[src/logic/router_pkg.sv]
package router_pkg;

  // ****************************************************************
  // Register map
  // ****************************************************************
  localparam logic [7:0] ctrl_offset   = 8'h00;
  localparam logic [7:0] status_offset = 8'h04;

  // Control register fields
  localparam int cfg_pos      = 0;
  localparam int eaves_pos    = 2;
  localparam int bypass_pos   = 3;
  localparam int monitor_pos  = 4;
  localparam int duplex_pos   = 6;
  localparam int autodisc_pos = 7;

  // Status register fields
  localparam int st_bypass_pos = 0;
  localparam int st_dtr_pos    = 1;
  localparam int st_cts_pos    = 2;
  localparam int st_dsr_pos    = 3;
  localparam int st_dcd_pos    = 4;
  localparam int st_level_pos  = 5;

  // ****************************************************************
  // Settings encodings and reset values
  // ****************************************************************
  localparam logic [1:0] cfg_remote   = 2'h0;
  localparam logic [1:0] cfg_local    = 2'h1;
  localparam logic [1:0] cfg_standby  = 2'h2;

  localparam logic [1:0] mon_off      = 2'h0;
  localparam logic [1:0] mon_parse    = 2'h1;
  localparam logic [1:0] mon_receive  = 2'h2;

  localparam logic [1:0] disc_off              = 2'h0;
  localparam logic [1:0] switched_line_hangup  = 2'h1;
  localparam logic [1:0] hangup_a              = 2'h2;

  localparam logic       duplex_full  = 1'b0;
  localparam logic       duplex_half  = 1'b1;
  localparam logic       bypass_reset = 1'b0;
  localparam logic       dtr_reset    = 1'b1;

  // ****************************************************************
  // Escape sequence characters
  // ****************************************************************
  localparam logic [7:0] char_esc           = 8'h1b;
  localparam logic [7:0] char_dot           = 8'h2e;
  localparam logic [7:0] plotter_on_seq_a   = 8'h28;
  localparam logic [7:0] plotter_on_seq_b   = 8'h59;
  localparam logic [7:0] plotter_off_seq_a  = 8'h29;
  localparam logic [7:0] plotter_off_seq_b  = 8'h5a;

  localparam int fifo_width = 8;
  localparam int fifo_depth = 16;

  typedef enum logic [2:0] {
    scan_state = 3'b001,
    esc_state  = 3'b010,
    dot_state  = 3'b100
  } scan_type;

  typedef enum logic [1:0] {
    src_comp = 2'h0,
    src_term = 2'h1,
    src_exec = 2'h2
  } source_type;

  typedef struct packed {
    logic       valid;
    logic [7:0] data;
  } beat_type;

endpackage

[src/logic/serial_passthrough_router.sv]
`timescale 1ns/1ps

// ****************************************************************
// Byte FIFO
// ****************************************************************
module byte_fifo #(
  parameter int width = 8,
  parameter int depth = 16
) (
  // Clock and reset
  input  wire logic                       pclk,
  input  wire logic                       presetn,
  // Fill side
  input  wire logic                       in_valid,
  output logic                            in_ready,
  input  wire logic [width-1:0]           in_data,
  // Drain side
  output logic                            out_valid,
  input  wire logic                       out_ready,
  output logic [width-1:0]                out_data,
  // Fill level
  output logic [$clog2(depth+1)-1:0]      level
);
  localparam int aw = $clog2(depth);

  logic [width-1:0] mem [depth];
  logic [aw-1:0]    wr_ptr;
  logic [aw-1:0]    rd_ptr;
  logic             push;
  logic             pop;

  assign in_ready  = (level != depth[$clog2(depth+1)-1:0]);
  assign out_valid = (level != '0);
  assign push      = in_valid && in_ready;
  assign pop       = out_valid && out_ready;
  assign out_data  = mem[rd_ptr];

  always_ff @(posedge pclk) begin
    if (push) begin
      mem[wr_ptr] <= in_data;
    end
  end

  always_ff @(posedge pclk or negedge presetn) begin
    if (!presetn) begin
      wr_ptr <= '0;
      rd_ptr <= '0;
      level  <= '0;
    end else begin
      if (push) begin
        wr_ptr <= wr_ptr + 1'b1;
      end
      if (pop) begin
        rd_ptr <= rd_ptr + 1'b1;
      end
      if (push && !pop) begin
        level <= level + 1'b1;
      end else if (pop && !push) begin
        level <= level - 1'b1;
      end
    end
  end
endmodule // byte_fifo

module serial_passthrough_router
  import router_pkg::*;
(
  // Clock and reset
  input  wire logic        pclk,
  input  wire logic        presetn,
  // APB slave
  input  wire logic        psel,
  input  wire logic        penable,
  input  wire logic        pwrite,
  input  wire logic [7:0]  paddr,
  input  wire logic [31:0] pwdata,
  output logic [31:0]      prdata,
  output logic             pready,
  output logic             pslverr,
  // Computer port receive and transmit bytes
  input  wire logic        comp_rx_valid,
  input  wire logic [7:0]  comp_rx_data,
  output logic             comp_rx_ready,
  output logic             comp_tx_valid,
  output logic [7:0]       comp_tx_data,
  input  wire logic        comp_tx_ready,
  // Terminal port receive and transmit bytes
  input  wire logic        term_rx_valid,
  input  wire logic [7:0]  term_rx_data,
  output logic             term_rx_ready,
  output logic             term_tx_valid,
  output logic [7:0]       term_tx_data,
  input  wire logic        term_tx_ready,
  // Plotter input stream and executed instruction stream
  output logic             plot_valid,
  output logic [7:0]       plot_data,
  input  wire logic        plot_ready,
  input  wire logic        exec_valid,
  input  wire logic [7:0]  exec_data,
  output logic             exec_ready,
  // Modem lines
  input  wire logic        cts,
  input  wire logic        dsr,
  input  wire logic        dcd,
  output logic             dtr,
  // Settings memory
  input  wire logic        nv_duplex_half,
  input  wire logic [1:0]  nv_autodisc,
  output logic             nv_save,
  output logic             nv_save_duplex_half,
  output logic [1:0]       nv_save_autodisc
);

  // ****************************************************************
  // Settings registers
  // ****************************************************************
  logic [1:0]  cfg;
  logic        eaves;
  logic        bypass;
  logic [1:0]  monitor;
  logic        duplex;
  logic [1:0]  autodisc;
  logic        restored;
  logic        apb_setup;
  logic        ctrl_wr;
  logic        standby;
  logic [4:0]  fifo_level;
  beat_type    fifo_in;
  logic        fifo_in_ready;
  logic [31:0] ctrl_word;
  logic [31:0] status_word;

  assign apb_setup = psel && !penable;
  assign ctrl_wr   = psel && penable && pwrite && (paddr == ctrl_offset);
  assign standby   = (cfg == cfg_standby);
  assign pready    = 1'b1;

  // Debug echo and the route never come from settings memory
  always_ff @(posedge pclk or negedge presetn) begin
    if (!presetn) begin
      cfg     <= cfg_remote;
      eaves   <= 1'b0;
      monitor <= mon_off;
    end else if (ctrl_wr) begin
      cfg     <= pwdata[cfg_pos +: 2];
      eaves   <= pwdata[eaves_pos];
      monitor <= pwdata[monitor_pos +: 2];
    end
  end

  // Saved settings are restored on the first edge after reset
  always_ff @(posedge pclk or negedge presetn) begin
    if (!presetn) begin
      restored <= 1'b0;
      duplex   <= duplex_full;
      autodisc <= disc_off;
    end else if (!restored) begin
      restored <= 1'b1;
      duplex   <= nv_duplex_half;
      autodisc <= nv_autodisc;
    end else if (ctrl_wr) begin
      duplex   <= pwdata[duplex_pos];
      autodisc <= pwdata[autodisc_pos +: 2];
    end
  end

  // Only the saved settings go out to settings memory
  always_ff @(posedge pclk or negedge presetn) begin
    if (!presetn) begin
      nv_save             <= 1'b0;
      nv_save_duplex_half <= duplex_full;
      nv_save_autodisc    <= disc_off;
    end else begin
      nv_save <= ctrl_wr && restored;
      if (ctrl_wr) begin
        nv_save_duplex_half <= pwdata[duplex_pos];
        nv_save_autodisc    <= pwdata[autodisc_pos +: 2];
      end
    end
  end

  // ****************************************************************
  // Modem line synchronisers
  // ****************************************************************
  logic [2:0] line_pin;
  logic [2:0] sync1;
  logic [2:0] sync2;
  logic [2:0] sync3;
  logic [2:0] line;
  logic       lines_ok;
  logic       lines_ok_q;

  assign line_pin = {dcd, dsr, cts};

  // A level counts only once stages two and three agree
  genvar g;
  generate
    for (g = 0; g < 3; g++) begin : line_sync
      always_ff @(posedge pclk or negedge presetn) begin
        if (!presetn) begin
          sync1[g] <= 1'b0;
          sync2[g] <= 1'b0;
          sync3[g] <= 1'b0;
          line[g]  <= 1'b0;
        end else begin
          sync1[g] <= line_pin[g];
          sync2[g] <= sync1[g];
          sync3[g] <= sync2[g];
          if (sync2[g] == sync3[g]) begin
            line[g] <= sync3[g];
          end
        end
      end
    end
  endgenerate

  always_comb begin
    unique case (autodisc)
      switched_line_hangup: lines_ok = line[0] && line[1];
      hangup_a:             lines_ok = line[0] && line[1] && line[2];
      default:              lines_ok = 1'b1;
    endcase
  end

  always_ff @(posedge pclk or negedge presetn) begin
    if (!presetn) begin
      dtr        <= dtr_reset;
      lines_ok_q <= 1'b1;
    end else begin
      dtr        <= lines_ok;
      lines_ok_q <= lines_ok;
    end
  end

  // ****************************************************************
  // Routing and arbitration
  // ****************************************************************
  logic comp_plot;
  logic comp_need_term;
  logic comp_want_term;
  logic comp_take;
  logic term_echo;
  logic term_want_term;
  logic term_take;
  logic exec_echo;
  logic exec_take;
  logic term_free;
  logic comp_free;
  source_type term_src;

  assign term_free      = !term_tx_valid || term_tx_ready;
  assign comp_free      = !comp_tx_valid || comp_tx_ready;
  // Standby leaves pass-through traffic alone but feeds nothing inward
  assign comp_plot      = !bypass && !standby;
  assign comp_need_term = bypass || (comp_plot && monitor == mon_receive);
  assign comp_want_term = comp_rx_valid && comp_need_term;
  assign comp_rx_ready  = (!comp_need_term || term_free)
                          && (!comp_plot || fifo_in_ready);
  assign comp_take      = comp_rx_valid && comp_rx_ready;

  assign term_echo      = (duplex == duplex_full) && !standby;
  assign term_want_term = term_rx_valid && term_echo;
  assign term_rx_ready  = (!bypass || comp_free)
                          && (!term_echo || (term_free && !comp_want_term));
  assign term_take      = term_rx_valid && term_rx_ready;

  assign exec_echo  = (monitor == mon_parse) && !standby;
  assign exec_ready = !exec_echo
                      || (term_free && !comp_want_term && !term_want_term);
  assign exec_take  = exec_valid && exec_ready;

  assign fifo_in = '{valid: comp_take && comp_plot, data: comp_rx_data};

  // Terminal output: computer bytes first, then local echo, then executed echo
  always_ff @(posedge pclk or negedge presetn) begin
    if (!presetn) begin
      term_tx_valid <= 1'b0;
      term_tx_data  <= 8'h00;
      term_src      <= src_comp;
    end else if (term_free) begin
      term_tx_valid <= 1'b0;
      if (comp_take && comp_need_term) begin
        term_tx_valid <= 1'b1;
        term_tx_data  <= comp_rx_data;
        term_src      <= src_comp;
      end else if (term_take && term_echo) begin
        term_tx_valid <= 1'b1;
        term_tx_data  <= term_rx_data;
        term_src      <= src_term;
      end else if (exec_take && exec_echo) begin
        term_tx_valid <= 1'b1;
        term_tx_data  <= exec_data;
        term_src      <= src_exec;
      end
    end
  end

  // Terminal bytes reach the computer only while the route is on
  always_ff @(posedge pclk or negedge presetn) begin
    if (!presetn) begin
      comp_tx_valid <= 1'b0;
      comp_tx_data  <= 8'h00;
    end else if (comp_free) begin
      comp_tx_valid <= term_take && bypass;
      if (term_take && bypass) begin
        comp_tx_data <= term_rx_data;
      end
    end
  end

  // Plotter input buffer; a full buffer stalls the computer port while the route is off and not in standby
  byte_fifo #(
    .width (fifo_width),
    .depth (fifo_depth)
  ) plot_fifo (
    .pclk      (pclk),
    .presetn   (presetn),
    .in_valid  (fifo_in.valid),
    .in_ready  (fifo_in_ready),
    .in_data   (fifo_in.data),
    .out_valid (plot_valid),
    .out_ready (plot_ready),
    .out_data  (plot_data),
    .level     (fifo_level)
  );

  // ****************************************************************
  // Escape scanner and route state
  // ****************************************************************
  scan_type scan;
  logic     plot_on;
  logic     plot_off;
  logic     scan_byte;

  // Scanning continues while bytes are being forwarded to the terminal, except in standby
  assign scan_byte = comp_take && !standby;
  assign plot_on   = scan_byte && scan == dot_state
                     && (comp_rx_data == plotter_on_seq_a || comp_rx_data == plotter_on_seq_b);
  assign plot_off  = scan_byte && scan == dot_state
                     && (comp_rx_data == plotter_off_seq_a || comp_rx_data == plotter_off_seq_b);

  always_ff @(posedge pclk or negedge presetn) begin
    if (!presetn) begin
      scan <= scan_state;
    end else if (scan_byte) begin
      unique case (scan)
        scan_state: scan <= (comp_rx_data == char_esc) ? esc_state : scan_state;
        esc_state:  scan <= (comp_rx_data == char_dot) ? dot_state
                          : (comp_rx_data == char_esc) ? esc_state : scan_state;
        dot_state:  scan <= (comp_rx_data == char_esc) ? esc_state : scan_state;
      endcase
    end
  end

  // A modem hang-up outranks escapes; standalone outranks everything
  always_ff @(posedge pclk or negedge presetn) begin
    if (!presetn) begin
      bypass <= bypass_reset;
    end else if (ctrl_wr) begin
      if (!pwdata[eaves_pos]) begin
        bypass <= 1'b0;
      end else if (!eaves) begin
        bypass <= 1'b1;
      end else begin
        bypass <= pwdata[bypass_pos];
      end
    end else if (!eaves) begin
      bypass <= 1'b0;
    end else if (!lines_ok) begin
      bypass <= 1'b1;
    end else if (!lines_ok_q) begin
      bypass <= 1'b0;
    end else if (plot_on) begin
      bypass <= 1'b0;
    end else if (plot_off) begin
      bypass <= 1'b1;
    end
  end

  // ****************************************************************
  // APB read side
  // ****************************************************************
  always_comb begin
    ctrl_word = 32'h0000_0000;
    ctrl_word[cfg_pos +: 2]      = cfg;
    ctrl_word[eaves_pos]         = eaves;
    ctrl_word[bypass_pos]        = bypass;
    ctrl_word[monitor_pos +: 2]  = monitor;
    ctrl_word[duplex_pos]        = duplex;
    ctrl_word[autodisc_pos +: 2] = autodisc;
    status_word = 32'h0000_0000;
    status_word[st_bypass_pos]     = bypass;
    status_word[st_dtr_pos]        = dtr;
    status_word[st_cts_pos]        = line[0];
    status_word[st_dsr_pos]        = line[1];
    status_word[st_dcd_pos]        = line[2];
    status_word[st_level_pos +: 5] = fifo_level;
  end

  // Read data is captured in the setup cycle, so reads take no wait state
  always_ff @(posedge pclk or negedge presetn) begin
    if (!presetn) begin
      prdata  <= 32'h0000_0000;
      pslverr <= 1'b0;
    end else if (apb_setup) begin
      pslverr <= !(paddr == ctrl_offset || (paddr == status_offset && !pwrite));
      if (pwrite) begin
        prdata <= 32'h0000_0000;
      end else if (paddr == ctrl_offset) begin
        prdata <= ctrl_word;
      end else if (paddr == status_offset) begin
        prdata <= status_word;
      end else begin
        prdata <= 32'h0000_0000;
      end
    end
  end
endmodule // serial_passthrough_router

[config.mk]
export PLATFORM = sky130hd
export DESIGN_NAME = serial_passthrough_router
export DESIGN_NICKNAME = d
export VERILOG_FILES = /design/src/logic/router_pkg.sv /design/src/logic/serial_passthrough_router.sv
export SDC_FILE = /design/constraint.sdc
export NUM_CORES = 1
export LEC_CHECK = 0
export ABC_AREA = 1
export BUFFER_PORTS_ARGS = -buffer_cell sky130_fd_sc_hd__buf_2
export CORE_ASPECT_RATIO = 1.25
export CORE_MARGIN = 2
export CORE_UTILIZATION = 44
export CTS_CLUSTER_SIZE = 24
export DETAILED_ROUTE_END_ITERATION = 10
export PLACE_DENSITY = 0.62
export RECOVER_POWER = 100
export SLEW_MARGIN = 25
export SYNTH_ARGS = -nofsm -noshare
export SYNTH_HDL_FRONTEND = slang
export SYNTH_SLANG_ARGS = --single-unit
[constraint.sdc]
create_clock -name pclk -period 4.2 [get_ports pclk]
set_input_delay 0.21 -clock pclk [delete_from_list [all_inputs] [get_ports pclk]]
set_output_delay 0.21 -clock pclk [all_outputs]
set_load 0.03 [all_outputs]
==> impl_metrics.json <==
{
  "cts_tree": "yes",
  "diodes": 0,
  "globalplace.congestion": 0.804,
  "initial_core_util_pct": 45.0,
  "cap_violations": 2,
  "dieHeight_um": 162,
  "portBuffers": 103,
  "fin_hold_ws_ns": 0.0486,
  "fin_area_um2": 10000,
  "maxSlewHeadroom_pct": -20.4,
  "cts_resized": 0,
  "drtIter0Drc": 463,
  "yosys-top-cells-area": "edfxtp_1, dfrtp_1, nand2_1",
  "finalSetupTns_ns": 0,
  "synth_cell_type_count": 45,
  "core_um2": 19500,
  "rsz0062_at_grt": "false",
  "finalCritPeriodShare_pct": 81.7,
  "drive_above_1_share_pct": 10.5,
  "synth_edf_count": 128,
  "netlist_area_um2": 8760,
  "ys_seq_area_share_pct": 64.4,
  "cp_max_fo": 66,
  "tightest_slew_ns": 1.81,
  "critPathTopFamily": "buffers and inverters",
  "synth_top_area_share_pct": 43.9,
  "p_leak_nw": 4.11,
  "synthCells": 782,
  "cp-endpoint": "plot_data[0]",
  "hold_viol_final": 0,
  "irDropWorstVdd_mv": 0.303,
  "final_nets": 991,
  "ctsHtreeMaxLevel": 4,
  "crit_slowest_cell": "clkbuf_2",
  "syn2layout_area_growth_pct": 14.6,
  "path_clk_slew_ns": 0.07,
  "die_w_um": 130,
  "drc": 0,
  "synthTopCellsByCount": "edfxtp_1, nand2_1, nor2_1, dfrtp_1, o21ai_0",
  "wl_per_cell_um": 16.4,
  "rows": 57,
  "ios": 150,
  "antenna_found_initial": 0,
  "grt_pass1_vias": 5938,
  "r2r-end": "plot_fifo.level[4]",
  "ys.warnings.count": 0,
  "totalWireLength_um": 19300,
  "drt-pass1-iter-count": 5,
  "finalMaxSlewViolations": 140,
  "place_area_um2": 9430,
  "outcome": "finished with violations",
  "grt_start_max_net_pins": 73,
  "reg2reg_depth": 19,
  "finalSetupViolCount": 0,
  "required_ns": 3.99,
  "cp_slowest_stage_delay_ns": 1.16,
  "cts_buffers": 17,
  "grt-ovfl-total": 0,
  "r2r_setup_slack_ns": 1.34,
  "setup.worst_path.start": "plot_fifo.rd_ptr[0]",
  "synth_ff_type": "edfxtp_1",
  "worstReg2RegStart": "monitor[1]",
  "criticalPathCategory": "reg -> out",
  "crit_buf_inv": 2,
  "via_per_inst": 5.02,
  "path_depth": 6,
  "hold_path.class": "in -> reg",
  "via_count": 5902,
  "dieArea_um2": 21100,
  "yosysMostFrequentCell": "edfxtp_1",
  "clockBufferDepth": 2,
  "ys_ff_latch": 200,
  "cts-root-buf": "clkbuf_16",
  "final_core_util_pct": 51.6,
  "finClkSkew_ns": 0.00929,
  "clkLatencyLatePin_ns": 0.43,
  "total_power_w": 0.00589,
  "crit_path_cell_trace": "clkbuf_2 -> nor2_1 -> o32ai_1 -> o211ai_1 -> nand2_1 -> clkbuf_1",
  "grt_usage_pct": 19.2,
  "startpoint_type": "flip-flop",
  "critPathCaptureType": "output port",
  "violations": "max-capacitance violations, max-slew violations",
  "fmaxAchievable_mhz": 291,
  "grt_first_pass_wirelength_um": 30700,
  "postRouteAntennaNets": 0,
  "yosys.area.top_type": "edfxtp_1",
  "avgSynthCellArea_um2": 11.2,
  "nFillCells": 1753,
  "dp_hpwl_um": 12300,
  "synthArstFlopShare_pct": 36.0,
  "numClockSinks": 200,
  "worstPathArrival_ns": 3.22,
  "power_density_nw_per_um2": 586,
  "finalCriticalPeriod_ns": 3.43
}
## repair_timing
action / CTS / global route
hold endpoints to repair: 86 / 0
endpoints found under the setup margin: 0 / 0
hold buffers: 17 / 0
setup buffers: 0 / 0
## metal layers
layer	track usage, %	share of wire [%]	vias up
li1	-	-	2897
met4	8.06	2.7	0
met2	31.8	50	188
met3	4.18	5.7	32
met5	0	0	-
met1	24.4	42	2785
## cell usage in the layout (no fill, tap or decap), types with 3 or more instances in the layout
master         instances
edfxtp_1             128
clkinv_2               3
mux2i_1               23
clkinv_4               3
clkbuf_1              55
o21ai_0               61
inv_1                 58
o22ai_1                4
nand3_1               33
o32ai_1                9
conb_1                24
a21oi_1                8
inv_2                  3
clkinvlp_4             4
clkbuf_16             17
o211ai_1              13
nor2_1               114
clkinv_1               3
dlygate4sd3_1         17
o221ai_1              23
nor3_1                 3
dfrtp_1               69
a22o_1                 8
nand2_1              128
ha_1                  12
xor2_1                 8
maj3_1                 3
buf_4                  3
buf_2                 47
## worst reg2reg max path, delay by kind of cell (launching register included)
family                     cells  cell delay, ns
DFF                            1            0.36
xor gates and xnor gates       1            0.13
AOI/OAI and AO/OA              1            0.23
and+or+nand+nor               12            0.97
buffers and inverters          3            0.46
adders and majority gates      2            0.60
## kinds of logic after synthesis
family	share of synthesized area [%]
compound gates	9.61
xor+xnor	0.900
fa+ha+maj	2.28
buf+inv	6.10
flops	64.4
mux	2.76
other cells	0.0857
simple gates	13.8
## registers in the layout (all words and copies together), names as in the netlist, 4 cells and up
register and cells:
plot_fifo.level 5, prdata 10, plot_fifo.mem 128, plot_fifo.wr_ptr 4, plot_fifo.rd_ptr 4, term_tx_data 8, comp_tx_data 8
## power breakdown
part           total (W)  switching, W  internal (W)
logic            0.00187       0.00131      0.000558
registers        0.00247      0.000129       0.00234
clock network    0.00154      0.000722      0.000818
## area by class of cell
cell class / instances / area (µm²) / area share [%]
timing repair buffer: 124 / 644 / 6.41
sequential: 200 / 5650 / 56.2
tap: 265 / 332 / 3.30
clock inverter: 15 / 129 / 1.28
multi-input combinational: 491 / 2630 / 26.2
inverter: 63 / 239 / 2.38
clock buffer: 17 / 425 / 4.23
## worst min path at each step
stage	start	slack [ns]	to	depth (start not counted)
floorplan	presetn	-0.09	autodisc[0]	0
global placement	dsr	0.32	sync1[1]	1
detailed placement	dsr	0.32	sync1[1]	1
CTS	term_rx_data[1]	0.03	comp_tx_data[1]	3
global route	term_rx_data[0]	0.05	comp_tx_data[0]	3
finish	term_rx_data[1]	0.05	comp_tx_data[1]	3
## stage by stage
step                worst slack, ns  cells
floorplan                      1.73    804
global placement               1.39   1126
detailed placement             1.37   1126
CTS                            1.07   1175
global route                  0.588   1175
finish                        0.769   1175
No activity file was read; power rests on OpenSTA's default activity.
